==> src/serial_cmd_pkg.sv <==
package serial_cmd_pkg;
  // ----------------------------------------
  // byte codes and fields
  // ----------------------------------------
  localparam logic [2:0] ADDR_CODE = 3'h6;
  localparam logic [2:0] DEF_CODE = 3'h7;
  localparam int CODE_MSB = 7;
  localparam int CODE_LSB = 5;
  localparam int CM_BIT = 4;
  localparam int SA_BIT = 3;
  localparam int NUM_PARAMS = 7;
  localparam logic [1:0] FINE_PAGE = 2'h1;
  localparam logic [2:0] FINE_REG = 3'h0;
  localparam logic [2:0] SQL_REG = 3'h1;
  localparam logic [7:0] RESET_BYTE = 8'h00;
  // ----------------------------------------
  // timing
  // ----------------------------------------
  localparam int CLK_PERIOD_NS = 50;
  localparam int LOOK_WAIT_NS = 3200;
  localparam int LOOK_WAIT_CYC = LOOK_WAIT_NS / CLK_PERIOD_NS;
  localparam int RSP_WAIT_NS = 20000;
  localparam int RSP_WAIT_CYC = RSP_WAIT_NS / CLK_PERIOD_NS;
  // ----------------------------------------
  // controller register offsets
  // ----------------------------------------
  localparam logic [3:0] REG_TARGET = 4'h0;
  localparam logic [3:0] REG_DEF = 4'h1;
  localparam logic [3:0] REG_TIER = 4'h2;
  localparam logic [3:0] REG_GO = 4'h3;
  localparam logic [3:0] REG_DATA0 = 4'h4;
  localparam logic [3:0] REG_STATUS = 4'hb;
  localparam logic [3:0] REG_CFG = 4'hc;
  localparam int ST_BUSY = 0;
  localparam int ST_DONE = 1;
  localparam int ST_ERR = 2;

  // parity bit for a byte, even or odd sense
  function automatic logic par_bit(input logic [7:0] b, input logic even);
    par_bit = even ? ^b : ~^b;
  endfunction : par_bit
endpackage : serial_cmd_pkg

==> src/serial_link_if.sv <==
`timescale 1ns/1ns
interface serial_link_if;
  logic ctl_valid;
  logic [7:0] ctl_byte;
  logic ctl_par;
  logic rsp_valid;
  logic [7:0] rsp_byte;
  logic rsp_par;
  modport device (
    input ctl_valid, ctl_byte, ctl_par,
    output rsp_valid, rsp_byte, rsp_par
  );
  modport controller (
    output ctl_valid, ctl_byte, ctl_par,
    input rsp_valid, rsp_byte, rsp_par
  );
endinterface : serial_link_if

==> src/remote_controller_end.sv <==
// Local design decision: strobed register access.
`timescale 1ns/1ns
module remote_controller_end #(
  parameter int NREG = serial_cmd_pkg::NUM_PARAMS
) (
  // clock and reset
  input wire logic clock,
  input wire logic rst_n,
  // link to receiver chain
  serial_link_if.controller link,
  // software port
  input wire logic [3:0] addr,
  input wire logic [7:0] wdata,
  input wire logic wr,
  input wire logic rd,
  output logic [7:0] rdata
);
  typedef enum logic [2:0] {
    C_IDLE, C_ADDR, C_TIER, C_DEF, C_DATA, C_ECHO, C_RX
  } cstate_t;

  cstate_t state_q;
  logic [3:0] target_q;
  logic [4:0] def_q;
  logic [5:0] tier_q;
  logic [1:0] cfg_q;
  logic [7:0] data_q [NREG];
  logic [3:0] cnt_q;
  logic [15:0] wait_q;
  logic done_q;
  logic err_q;
  logic [7:0] tx_byte;
  logic [7:0] addr_byte;
  logic go;
  logic rsp_ok;
  logic single;
  logic [3:0] last;
  logic finish;
  logic fail;
  logic timeout;
  logic [2:0] rx_idx;

  assign addr_byte = {serial_cmd_pkg::ADDR_CODE, 1'b0, target_q};
  assign go = wr && addr == serial_cmd_pkg::REG_GO && state_q == C_IDLE;
  assign single = def_q[serial_cmd_pkg::SA_BIT];
  assign last = single ? 4'h0 : 4'(NREG - 1);
  assign rsp_ok = link.rsp_valid && (!cfg_q[0] || link.rsp_par ==
    serial_cmd_pkg::par_bit(link.rsp_byte, cfg_q[1]));
  assign timeout = wait_q == 16'(serial_cmd_pkg::RSP_WAIT_CYC - 1);
  assign rx_idx = single ? def_q[2:0] : cnt_q[2:0];

  // ----------------------------------------
  // frame sequencer
  // ----------------------------------------
  always_comb begin
    finish = 1'b0;
    fail = 1'b0;
    case (state_q)
      C_DATA: finish = cnt_q == last;
      C_ECHO: fail = (link.rsp_valid && !(rsp_ok &&
                      link.rsp_byte == addr_byte)) || timeout;
      C_RX: begin
        fail = (link.rsp_valid && !rsp_ok) || timeout;
        finish = rsp_ok && cnt_q == last;
      end
      default: begin
      end
    endcase
  end

  always_ff @(posedge clock or negedge rst_n) begin
    if (!rst_n) begin
      state_q <= C_IDLE;
      cnt_q <= 4'h0;
      wait_q <= 16'h0000;
    end else begin
      case (state_q)
        C_IDLE: if (go) begin
          state_q <= C_ADDR;
        end
        C_ADDR: state_q <= tier_q[5] ? C_TIER : C_DEF;
        C_TIER: state_q <= C_DEF;
        C_DEF: begin
          cnt_q <= 4'h0;
          wait_q <= 16'h0000;
          state_q <= def_q[serial_cmd_pkg::CM_BIT] ? C_DATA : C_ECHO;
        end
        C_DATA: begin
          cnt_q <= cnt_q + 4'h1;
          if (finish) begin
            state_q <= C_IDLE;
          end
        end
        C_ECHO: begin
          wait_q <= wait_q + 16'h0001;
          if (fail) begin
            state_q <= C_IDLE;
          end else if (link.rsp_valid) begin
            state_q <= C_RX;
            wait_q <= 16'h0000;
          end
        end
        C_RX: begin
          wait_q <= wait_q + 16'h0001;
          if (fail || finish) begin
            state_q <= C_IDLE;
          end else if (rsp_ok) begin
            cnt_q <= cnt_q + 4'h1;
          end
        end
        default: state_q <= C_IDLE;
      endcase
    end
  end

  // ----------------------------------------
  // link driver
  // ----------------------------------------
  always_comb begin
    tx_byte = addr_byte;
    case (state_q)
      C_TIER: tx_byte = {serial_cmd_pkg::DEF_CODE, tier_q[4:0]};
      C_DEF: tx_byte = {serial_cmd_pkg::DEF_CODE,
                        tier_q[5] ? {def_q[4:3], 3'h0} : def_q};
      C_DATA: begin
        tx_byte = serial_cmd_pkg::RESET_BYTE;
        if (int'(rx_idx) < NREG) begin
          tx_byte = data_q[rx_idx];
        end
      end
      default: tx_byte = addr_byte;
    endcase
  end

  always_ff @(posedge clock or negedge rst_n) begin
    if (!rst_n) begin
      link.ctl_valid <= 1'b0;
      link.ctl_byte <= serial_cmd_pkg::RESET_BYTE;
      link.ctl_par <= 1'b0;
    end else begin
      link.ctl_valid <= state_q inside {C_ADDR, C_TIER, C_DEF, C_DATA};
      link.ctl_byte <= tx_byte;
      link.ctl_par <= cfg_q[0] &&
        serial_cmd_pkg::par_bit(tx_byte, cfg_q[1]);
    end
  end

  // ----------------------------------------
  // software registers
  // ----------------------------------------
  always_ff @(posedge clock or negedge rst_n) begin
    if (!rst_n) begin
      target_q <= 4'h0;
      def_q <= 5'h00;
      tier_q <= 6'h00;
      cfg_q <= 2'h0;
      for (int i = 0; i < NREG; i++) begin
        data_q[i] <= serial_cmd_pkg::RESET_BYTE;
      end
    end else begin
      if (wr && addr == serial_cmd_pkg::REG_TARGET) begin
        target_q <= wdata[3:0];
      end else if (wr && addr == serial_cmd_pkg::REG_DEF) begin
        def_q <= wdata[4:0];
      end else if (wr && addr == serial_cmd_pkg::REG_TIER) begin
        tier_q <= wdata[5:0];
      end else if (wr && addr == serial_cmd_pkg::REG_CFG) begin
        cfg_q <= wdata[1:0];
      end else if (wr && addr >= serial_cmd_pkg::REG_DATA0 &&
                   addr < serial_cmd_pkg::REG_DATA0 + 4'(NREG)) begin
        data_q[3'(addr - serial_cmd_pkg::REG_DATA0)] <= wdata;
      end
      if (state_q == C_RX && rsp_ok && !fail && int'(rx_idx) < NREG) begin
        data_q[rx_idx] <= link.rsp_byte;
      end
    end
  end

  always_ff @(posedge clock or negedge rst_n) begin
    if (!rst_n) begin
      done_q <= 1'b0;
      err_q <= 1'b0;
    end else begin
      done_q <= (finish && !fail) || (done_q &&
        !(wr && addr == serial_cmd_pkg::REG_STATUS &&
          wdata[serial_cmd_pkg::ST_DONE]));
      err_q <= fail || (err_q &&
        !(wr && addr == serial_cmd_pkg::REG_STATUS &&
          wdata[serial_cmd_pkg::ST_ERR]));
    end
  end

  always_ff @(posedge clock or negedge rst_n) begin
    if (!rst_n) begin
      rdata <= 8'h00;
    end else if (!rd) begin
      rdata <= 8'h00;
    end else if (addr == serial_cmd_pkg::REG_TARGET) begin
      rdata <= {4'h0, target_q};
    end else if (addr == serial_cmd_pkg::REG_DEF) begin
      rdata <= {3'h0, def_q};
    end else if (addr == serial_cmd_pkg::REG_TIER) begin
      rdata <= {2'h0, tier_q};
    end else if (addr == serial_cmd_pkg::REG_CFG) begin
      rdata <= {6'h00, cfg_q};
    end else if (addr == serial_cmd_pkg::REG_STATUS) begin
      rdata <= {5'h00, err_q, done_q, state_q != C_IDLE};
    end else if (addr >= serial_cmd_pkg::REG_DATA0 &&
                 addr < serial_cmd_pkg::REG_DATA0 + 4'(NREG)) begin
      rdata <= data_q[3'(addr - serial_cmd_pkg::REG_DATA0)];
    end else begin
      rdata <= 8'h00;
    end
  end
endmodule : remote_controller_end

==> src/flat_wrapper.sv <==
// flat-port wrapper written by rule: the top's interface ports become plain ports
module remote_controller_end_flat 
#(
  parameter int NREG = serial_cmd_pkg::NUM_PARAMS
)
  (clock, rst_n, addr, wdata, wr, rd, rdata, link_ctl_valid, link_ctl_byte, link_ctl_par, link_rsp_valid, link_rsp_byte, link_rsp_par);
  serial_link_if link_i ();
  input wire logic clock;
  input wire logic rst_n;
  input wire logic [3:0] addr;
  input wire logic [7:0] wdata;
  input wire logic wr;
  input wire logic rd;
  output logic [7:0] rdata;
  output wire logic [$bits(link_i.ctl_valid)-1:0] link_ctl_valid;
  output wire logic [$bits(link_i.ctl_byte)-1:0] link_ctl_byte;
  output wire logic [$bits(link_i.ctl_par)-1:0] link_ctl_par;
  input wire logic [$bits(link_i.rsp_valid)-1:0] link_rsp_valid;
  input wire logic [$bits(link_i.rsp_byte)-1:0] link_rsp_byte;
  input wire logic [$bits(link_i.rsp_par)-1:0] link_rsp_par;
  assign link_ctl_valid = link_i.ctl_valid;
  assign link_ctl_byte = link_i.ctl_byte;
  assign link_ctl_par = link_i.ctl_par;
  assign link_i.rsp_valid = link_rsp_valid;
  assign link_i.rsp_byte = link_rsp_byte;
  assign link_i.rsp_par = link_rsp_par;
  remote_controller_end #(.NREG(NREG)) u_core (.clock(clock), .rst_n(rst_n), .link(link_i), .addr(addr), .wdata(wdata), .wr(wr), .rd(rd), .rdata(rdata));
endmodule
==> config.mk <==
export PLATFORM = sky130hd
export DESIGN_NAME = remote_controller_end_flat
export DESIGN_NICKNAME = d
export VERILOG_FILES = /design/src/serial_cmd_pkg.sv /design/src/serial_link_if.sv /design/src/remote_controller_end.sv /design/src/flat_wrapper.sv
export SDC_FILE = /design/constraint.sdc
export NUM_CORES = 1
export LEC_CHECK = 0
export ABC_AREA = 1
export BUFFER_PORTS_ARGS = -buffer_cell sky130_fd_sc_hd__buf_2
export CELL_PAD_IN_SITES_DETAIL_PLACEMENT = 1
export CELL_PAD_IN_SITES_GLOBAL_PLACEMENT = 2
export CORE_MARGIN = 2
export CORE_UTILIZATION = 39
export CTS_BUF_LIST = sky130_fd_sc_hd__clkbuf_8
export DETAILED_ROUTE_END_ITERATION = 7
export PLACE_DENSITY_LB_ADDON = 0.15
export SLEW_MARGIN = 20
export SYNTH_ARGS = -nofsm -noshare
export SYNTH_HDL_FRONTEND = slang
export SYNTH_SLANG_ARGS = --single-unit
==> constraint.sdc <==
create_clock -name clock -period 2.9 [get_ports clock]
set_input_delay 0.145 -clock clock [delete_from_list [all_inputs] [get_ports clock]]
set_output_delay 0.145 -clock clock [all_outputs]
set_load 0.02 [all_outputs]
======== Word level (Yosys, flattened, before mapping) ========
Cells that the tools add are included.
word-level totals
  register bits after elaboration ......... 116
  bits of input ports ..................... 26
  output and inout bits ................... 18
  logic and storage cells ................. 157
cells by class
  add/sub/neg operators ................... 3
  order comparisons ....................... 7
  equal/unequal tests ..................... 21
  mux-type cells .......................... 48
  bitwise gates (word level) .............. 5
  reductions and logical operators ........ 53
operators with widths
  cell                                                                          count
  56-bit two-way mux                                                            6
  56-bit bitwise mux                                                            2
  8-bit two-way mux                                                             14
  8-bit binary-select mux with 3-bit select                                     2
  8-bit demux with 3-bit select                                                 2
  16-bit case mux with 3 select lines                                           1
  16-bit two-way mux                                                            2
  1-bit logical AND                                                             26
  3-bit two-way mux                                                             8
  8-bit case mux with 3 select lines                                            1
  3-bit case mux with 7 select lines                                            1
  16-bit by 1-bit adder with 16-bit output, second input constant               1
  16-bit by 9-bit == test with 1-bit output, second input constant              1
  8-bit XNOR reduction                                                          2
  8-bit parity                                                                  2
  4-bit case mux with 3 select lines                                            1
  3-bit == test, second input constant                                          3
  3-bit nonzero test                                                            3
  4-bit by 2-bit == test with 1-bit output, second input constant               2
  4-bit == test, second input constant                                          2
  8-bit == test                                                                 1
  4-bit >= comparator, second input constant                                    2
  4-bit by 1-bit less-than comparator with 1-bit output, second input constant  2
  4-bit two-way mux                                                             2
  other kinds (25)                                                              48

======== Logic depth before layout (Yosys ltp) ========
  depth in word-level cells ............... 14
  mapped depth ............................ 21
  gate-level depth less buffers ........... 19

======== Worst setup path before layout ========
OpenSTA, ideal clock, no wires.
  path kind ............................... register to register
  start ................................... register u_core.wait_q[0]
  end ..................................... register u_core.data_q[0] in the netlist's numbering
  library setup time ...................... 0.126 ns
  arrival ................................. 1.848 ns
  data required time ...................... 2.774 ns
  setup slack ............................. 0.926 ns
  cell stages (with the launch flop) ...... 12
  path buffers ............................ 2
  clock period less this slack ............ 1.974 ns
  cell sequence ........................... dfrtp_1 > ha_1 > nand3_1 > inv_1 > nand3_1 > nor3_1 > a31oi_1 > nand4_2 > buf_6 > nor3_4 > buf_6 > o21ai_0
between the ends
  cells in the longest elaborated chain, start to end .. 7
  elaborated cells between the ends (all ways) .. 8
RTL lines
  element                                      RTL line                                                  text
  start, declared                              remote_controller_end.sv:29                               logic [15:0] wait_q;
  start signal, assigned                       remote_controller_end.sv:95                               wait_q <= wait_q + 16'h0001;
  start signal, assigned                       remote_controller_end.sv:104                              wait_q <= wait_q + 16'h0001;
  16-bit by 9-bit == test with 1-bit output *  remote_controller_end.sv:49                               assign timeout = wait_q == 16'(serial_cmd_pkg::RSP_WAIT_CYC - 1);
  1-bit logical OR, on equally long branches   remote_controller_end.sv:63, remote_controller_end.sv:61
  1-bit case mux with 2 select lines *         remote_controller_end.sv:58                               case (state_q)
  1-bit zero test *                            remote_controller_end.sv:173                              if (state_q == C_RX && rsp_ok && !fail && int'(rx_idx) < NREG) begin
  1-bit logical AND * (2 in a row)             remote_controller_end.sv:173
  56-bit two-way mux *                         remote_controller_end.sv:173
  end signal, assigned by index                remote_controller_end.sv:158                              data_q[i] <= serial_cmd_pkg::RESET_BYTE;
  end signal, assigned by index                remote_controller_end.sv:171                              data_q[3'(addr - serial_cmd_pkg::REG_DATA0)] <= wdata;
  end signal, assigned by index                remote_controller_end.sv:174                              data_q[rx_idx] <= link.rsp_byte;
  end, declared                                remote_controller_end.sv:27                               logic [7:0] data_q [NREG];
Mark *: on every way between the ends. The rest lies on a longest branch, timed or not.
A chain may end at the register's enable or synchronous reset.

======== Final worst setup path ========
  start ................................... input link_rsp_byte[4]
  end ..................................... register u_core.data_q[43] in the netlist's numbering
between the ends
  cells in the longest elaborated chain, start to end .. 14
  elaborated cells between the ends (all ways) .. 20
RTL lines
  element                                                      RTL line                      text
  start, declared                                              flat_wrapper.sv:19            input wire logic [$bits(link_i.rsp_byte)-1:0] link_rsp_byte;
  8-bit XNOR reduction / 8-bit parity (equally long branches)  serial_cmd_pkg.sv:40          par_bit = even ? ^b : ~^b;
  1-bit two-way mux                                            serial_cmd_pkg.sv:40
  1-bit == test                                                remote_controller_end.sv:47   assign rsp_ok = link.rsp_valid && (!cfg_q[0] || link.rsp_par ==
  1-bit logical OR                                             remote_controller_end.sv:47
  1-bit logical AND                                            remote_controller_end.sv:47
  1-bit logical AND                                            remote_controller_end.sv:60   C_ECHO: fail = (link.rsp_valid && !(rsp_ok &&
  1-bit zero test                                              remote_controller_end.sv:60
  1-bit logical AND                                            remote_controller_end.sv:60
  1-bit logical OR                                             remote_controller_end.sv:61   link.rsp_byte == addr_byte)) || timeout;
  1-bit case mux with 2 select lines                           remote_controller_end.sv:58
  1-bit zero test                                              remote_controller_end.sv:173
  1-bit logical AND * (2 in a row)                             remote_controller_end.sv:173
  56-bit two-way mux *                                         remote_controller_end.sv:173
Marked as above.

==> impl_metrics.json <==
{
  "place_area_sq_um": 7860,
  "synthAdderAreaFrac": 0.00685,
  "grt_pass1_vias": 7390,
  "synth_compound_area_frac": 0.173,
  "numCtsBuffers": 17,
  "relSlewSlack": 0.484,
  "max_cap_viol_count": 0,
  "die_y_um": 141,
  "htree_levels": 4,
  "async_reset_ff_frac": 1.00,
  "yosys_warnings": 0,
  "drt_iter0_markers": 469,
  "power_leakage_nw": 4.12,
  "cp_slowest_cell": "dlygate4sd3_1",
  "grt_max_degree": 71,
  "cts_tree": "yes",
  "internal-power_mw": 3.97,
  "vias_per_cell": 5.36,
  "cts_max_path_buffers": 2,
  "avgSynthCellArea_sq_um": 6.98,
  "ys_ff_latch": 116,
  "r2r_start": "u_core.def_q[3]",
  "tightest_slew_ps": 769,
  "globalplace.congestion": 0.937,
  "fin_util": 0.452,
  "synth-main-ff-cell": "dfrtp_1",
  "power_density_nw_per_um2": 824,
  "finalClockSkew_ps": 15.1,
  "fillers": 2365,
  "grt.overflow.total": 0,
  "synth.area.mux_share": 0.0106,
  "fmax_mhz": 371,
  "io-pin-count": 44,
  "root_buffer": "clkbuf_8",
  "setup_violations": 0,
  "comb_power_share": 0.386,
  "dpl.hpwl_um": 21200,
  "regArea_sq_um": 2900,
  "fp-row-count": 50,
  "status": "finished, final reports clean",
  "antenna_found_initial": 0,
  "pwr-share-clk": 0.253,
  "grtUsageTotal": 0.290,
  "finalSetupTns_ps": 0,
  "syn2layout_area_growth_pct": 14.6,
  "detail_route.first_pass.iterations": 5,
  "synth_cells": 1046,
  "grt_pass1_wl_um": 43600,
  "cts.sinks": 116,
  "synthSimpleGateAreaFrac": 0.289,
  "min_from": "link_rsp_byte[0]",
  "required_ps": 3220,
  "finalCritPeriodShare": 0.929,
  "hold_path.class": "input pin to register",
  "yosys.area_share.xor_xnor": 0.0202,
  "portBuffers": 43,
  "critical_path.max_stage_delay_ps": 530,
  "routed_wl_um": 27400,
  "hold_viol": 0,
  "critPathLaunch": "link_rsp_byte[4]",
  "clock_latency_ps": 450,
  "syn_area_sq_um": 7300,
  "peakVddDrop_uv": 378,
  "layout-drive-gt1-share": 0.124,
  "crit_type": "input pin to register",
  "wl_per_cell_um": 20.1,
  "crit_path_max_fanout": 16,
  "p_switching_mw": 2.93,
  "nNetsFinal": 1143,
  "fp.dieArea_sq_um": 19800,
  "worstPathArrival_ps": 3020,
  "start_util": 0.394,
  "synth.net_count": 1076,
  "synth_top_family_by_area": "simple AND/OR/NAND/NOR gates",
  "multi_input_area_sq_um": 3660,
  "vias": 7295,
  "drcViolationCount": 0,
  "start_kind": "input pin",
  "critPathCaptureType": "register",
  "switching_share": 0.425,
  "core_sq_um": 18500,
  "dieWidth_um": 141,
  "rsz0062_at_grt": "false",
  "crit_top_cell": "nand2_1",
  "design_area_sq_um": 8370,
  "layout_min_cycle_time_ps": 2690,
  "synth.distinct_cells": 51,
  "postRouteAntennaNets": 0,
  "ys_seq_area_frac": 0.398,
  "crit_chain": "dlygate4sd3_1, buf_2, inv_1, ha_1, xor2_1, xnor2_2, nand2_1, nand2_1, nand2_2, nand3_2, nand4_2, nor2_1, buf_4, o21ai_0",
  "synth_edf_count": 0,
  "n_antenna_cell": 0,
  "pwr-share-seq": 0.361,
  "clk_pin_slew_ps": 80,
  "final-max-slew-violation-count": 0
}
power groups by stage:
stage | logic (mW) | clock network, mW | registers [mW]
3_3_place_gp | 2.59 | 0 | 2.49
2_1_floorplan | 1.77 | 0 | 2.40
6_report | 2.66 | 1.74 | 2.49
5_1_grt | 3.03 | 1.85 | 2.53
3_5_place_dp | 2.63 | 0 | 2.50
4_1_cts | 2.66 | 1.77 | 2.47
logic make-up after synthesis:
group           count (synthesis)
buf+inv                       171
xor+xnor                       16
simple gates                  500
flops                         116
mux                             7
compound gates                232
fa+ha+maj                       4
through the flow:
step | cells | worst slack, ps | power [mW] | hold WS, ps
6_report | 1360 | 205 | 6.89 | 58.0
5_1_grt | 1360 | 1.68 | 7.41 | 55.8
4_1_cts | 1360 | 201 | 6.91 | 38.7
3_5_place_dp | 1323 | 231 | 5.12 | 222
3_3_place_gp | 1323 | 239 | 5.08 | 223
2_1_floorplan | 1046 | 926 | 4.17 | -151
state kept, by name (all words and copies together), names as in the netlist, 2 cells and up:
register,cells
u_core.cfg_q,2
u_core.state_q,3
u_core.cnt_q,4
u_core.tier_q,6
u_core.target_q,4
u_core.rdata,8
u_core.data_q,56
u_core.wait_q,16
u_core.def_q,5
u_core.link.ctl_byte,8
layout by cell type, fill, tap and decap left out, types with 3 or more instances in the layout:
| cell | count |
|---|---|
| o22a_1 | 3 |
| a31oi_1 | 3 |
| a21oi_1 | 61 |
| dlygate4sd3_1 | 5 |
| o22ai_1 | 23 |
| clkbuf_8 | 17 |
| nand4_1 | 13 |
| ha_1 | 4 |
| nand2_2 | 5 |
| nor4_1 | 3 |
| buf_4 | 34 |
| xnor2_1 | 3 |
| inv_1 | 135 |
| dfrtp_1 | 115 |
| buf_2 | 42 |
| bufinv_16 | 5 |
| clkinvlp_4 | 3 |
| nand3_2 | 3 |
| clkinv_2 | 4 |
| o21ai_0 | 125 |
| mux2_2 | 6 |
| nand2_1 | 302 |
| xor2_1 | 11 |
| nor3_1 | 9 |
| nor2_1 | 101 |
| nand3_1 | 51 |
worst paths after layout:
| kind | end | slack, ps | cells past startpoint |
|---|---|---|---|
| max in group asynchronous | u_core.tier_q[3] | 1800 | 3 |
| min | u_core.data_q[48] | 60 | 3 |
| max | u_core.data_q[43] | 210 | 14 |
| max reg2reg | u_core.link.ctl_par | 260 | 16 |
| min in group asynchronous | u_core.data_q[39] | 260 | 2 |
| min reg2reg | u_core.wait_q[0] | 510 | 1 |
worst max-delay path: cells and delay by family:
family          cells  cell delay, ps
compound gates      1             120
xor+xnor            2             540
fa+ha+maj           1             300
buf+inv             4             970
simple gates        6             930
metal layers:
layer / track usage / part of all wire
met5: 0 / 0
met4: 0.0868 / 0.023
met3: 0.0503 / 0.044
met2: 0.475 / 0.47
met1: 0.394 / 0.46
cell usage after synthesis (6+ instances only):
cell	instances	area, sq um
o22ai_1	23	144
nor3_1	9	45.0
nor2_1	101	379
clkbuf_1	8	30.0
a21oi_1	61	305
inv_1	134	503
nand3_1	51	255
xor2_1	11	96.3
buf_2	10	50.1
mux2_2	6	67.6
buf_4	9	67.6
buf_6	8	90.1
nand4_1	13	81.3
nand2_1	302	1130
o21ai_0	125	626
dfrtp_1	116	2900
cell type report:
cell class              count  area share
clock buffers              17      0.0280
flip-flops and latches    116       0.347
repair buffers             83      0.0664
inverters                 136      0.0613
multi-input cells         759       0.437
well taps                 234      0.0350
clock inverters            15      0.0256
timing repair:
| action | in CTS | in global routing |
|---|---|---|
| hold endpoints to repair | 54 | 0 |
| setup endpoints to repair | 0 | 3 |
| hold buffers | 5 | 0 |
| buffers inserted | 0 | 0 |
| resized for setup | 0 | 2 |
No activity file was read; power rests on OpenSTA's default activity.
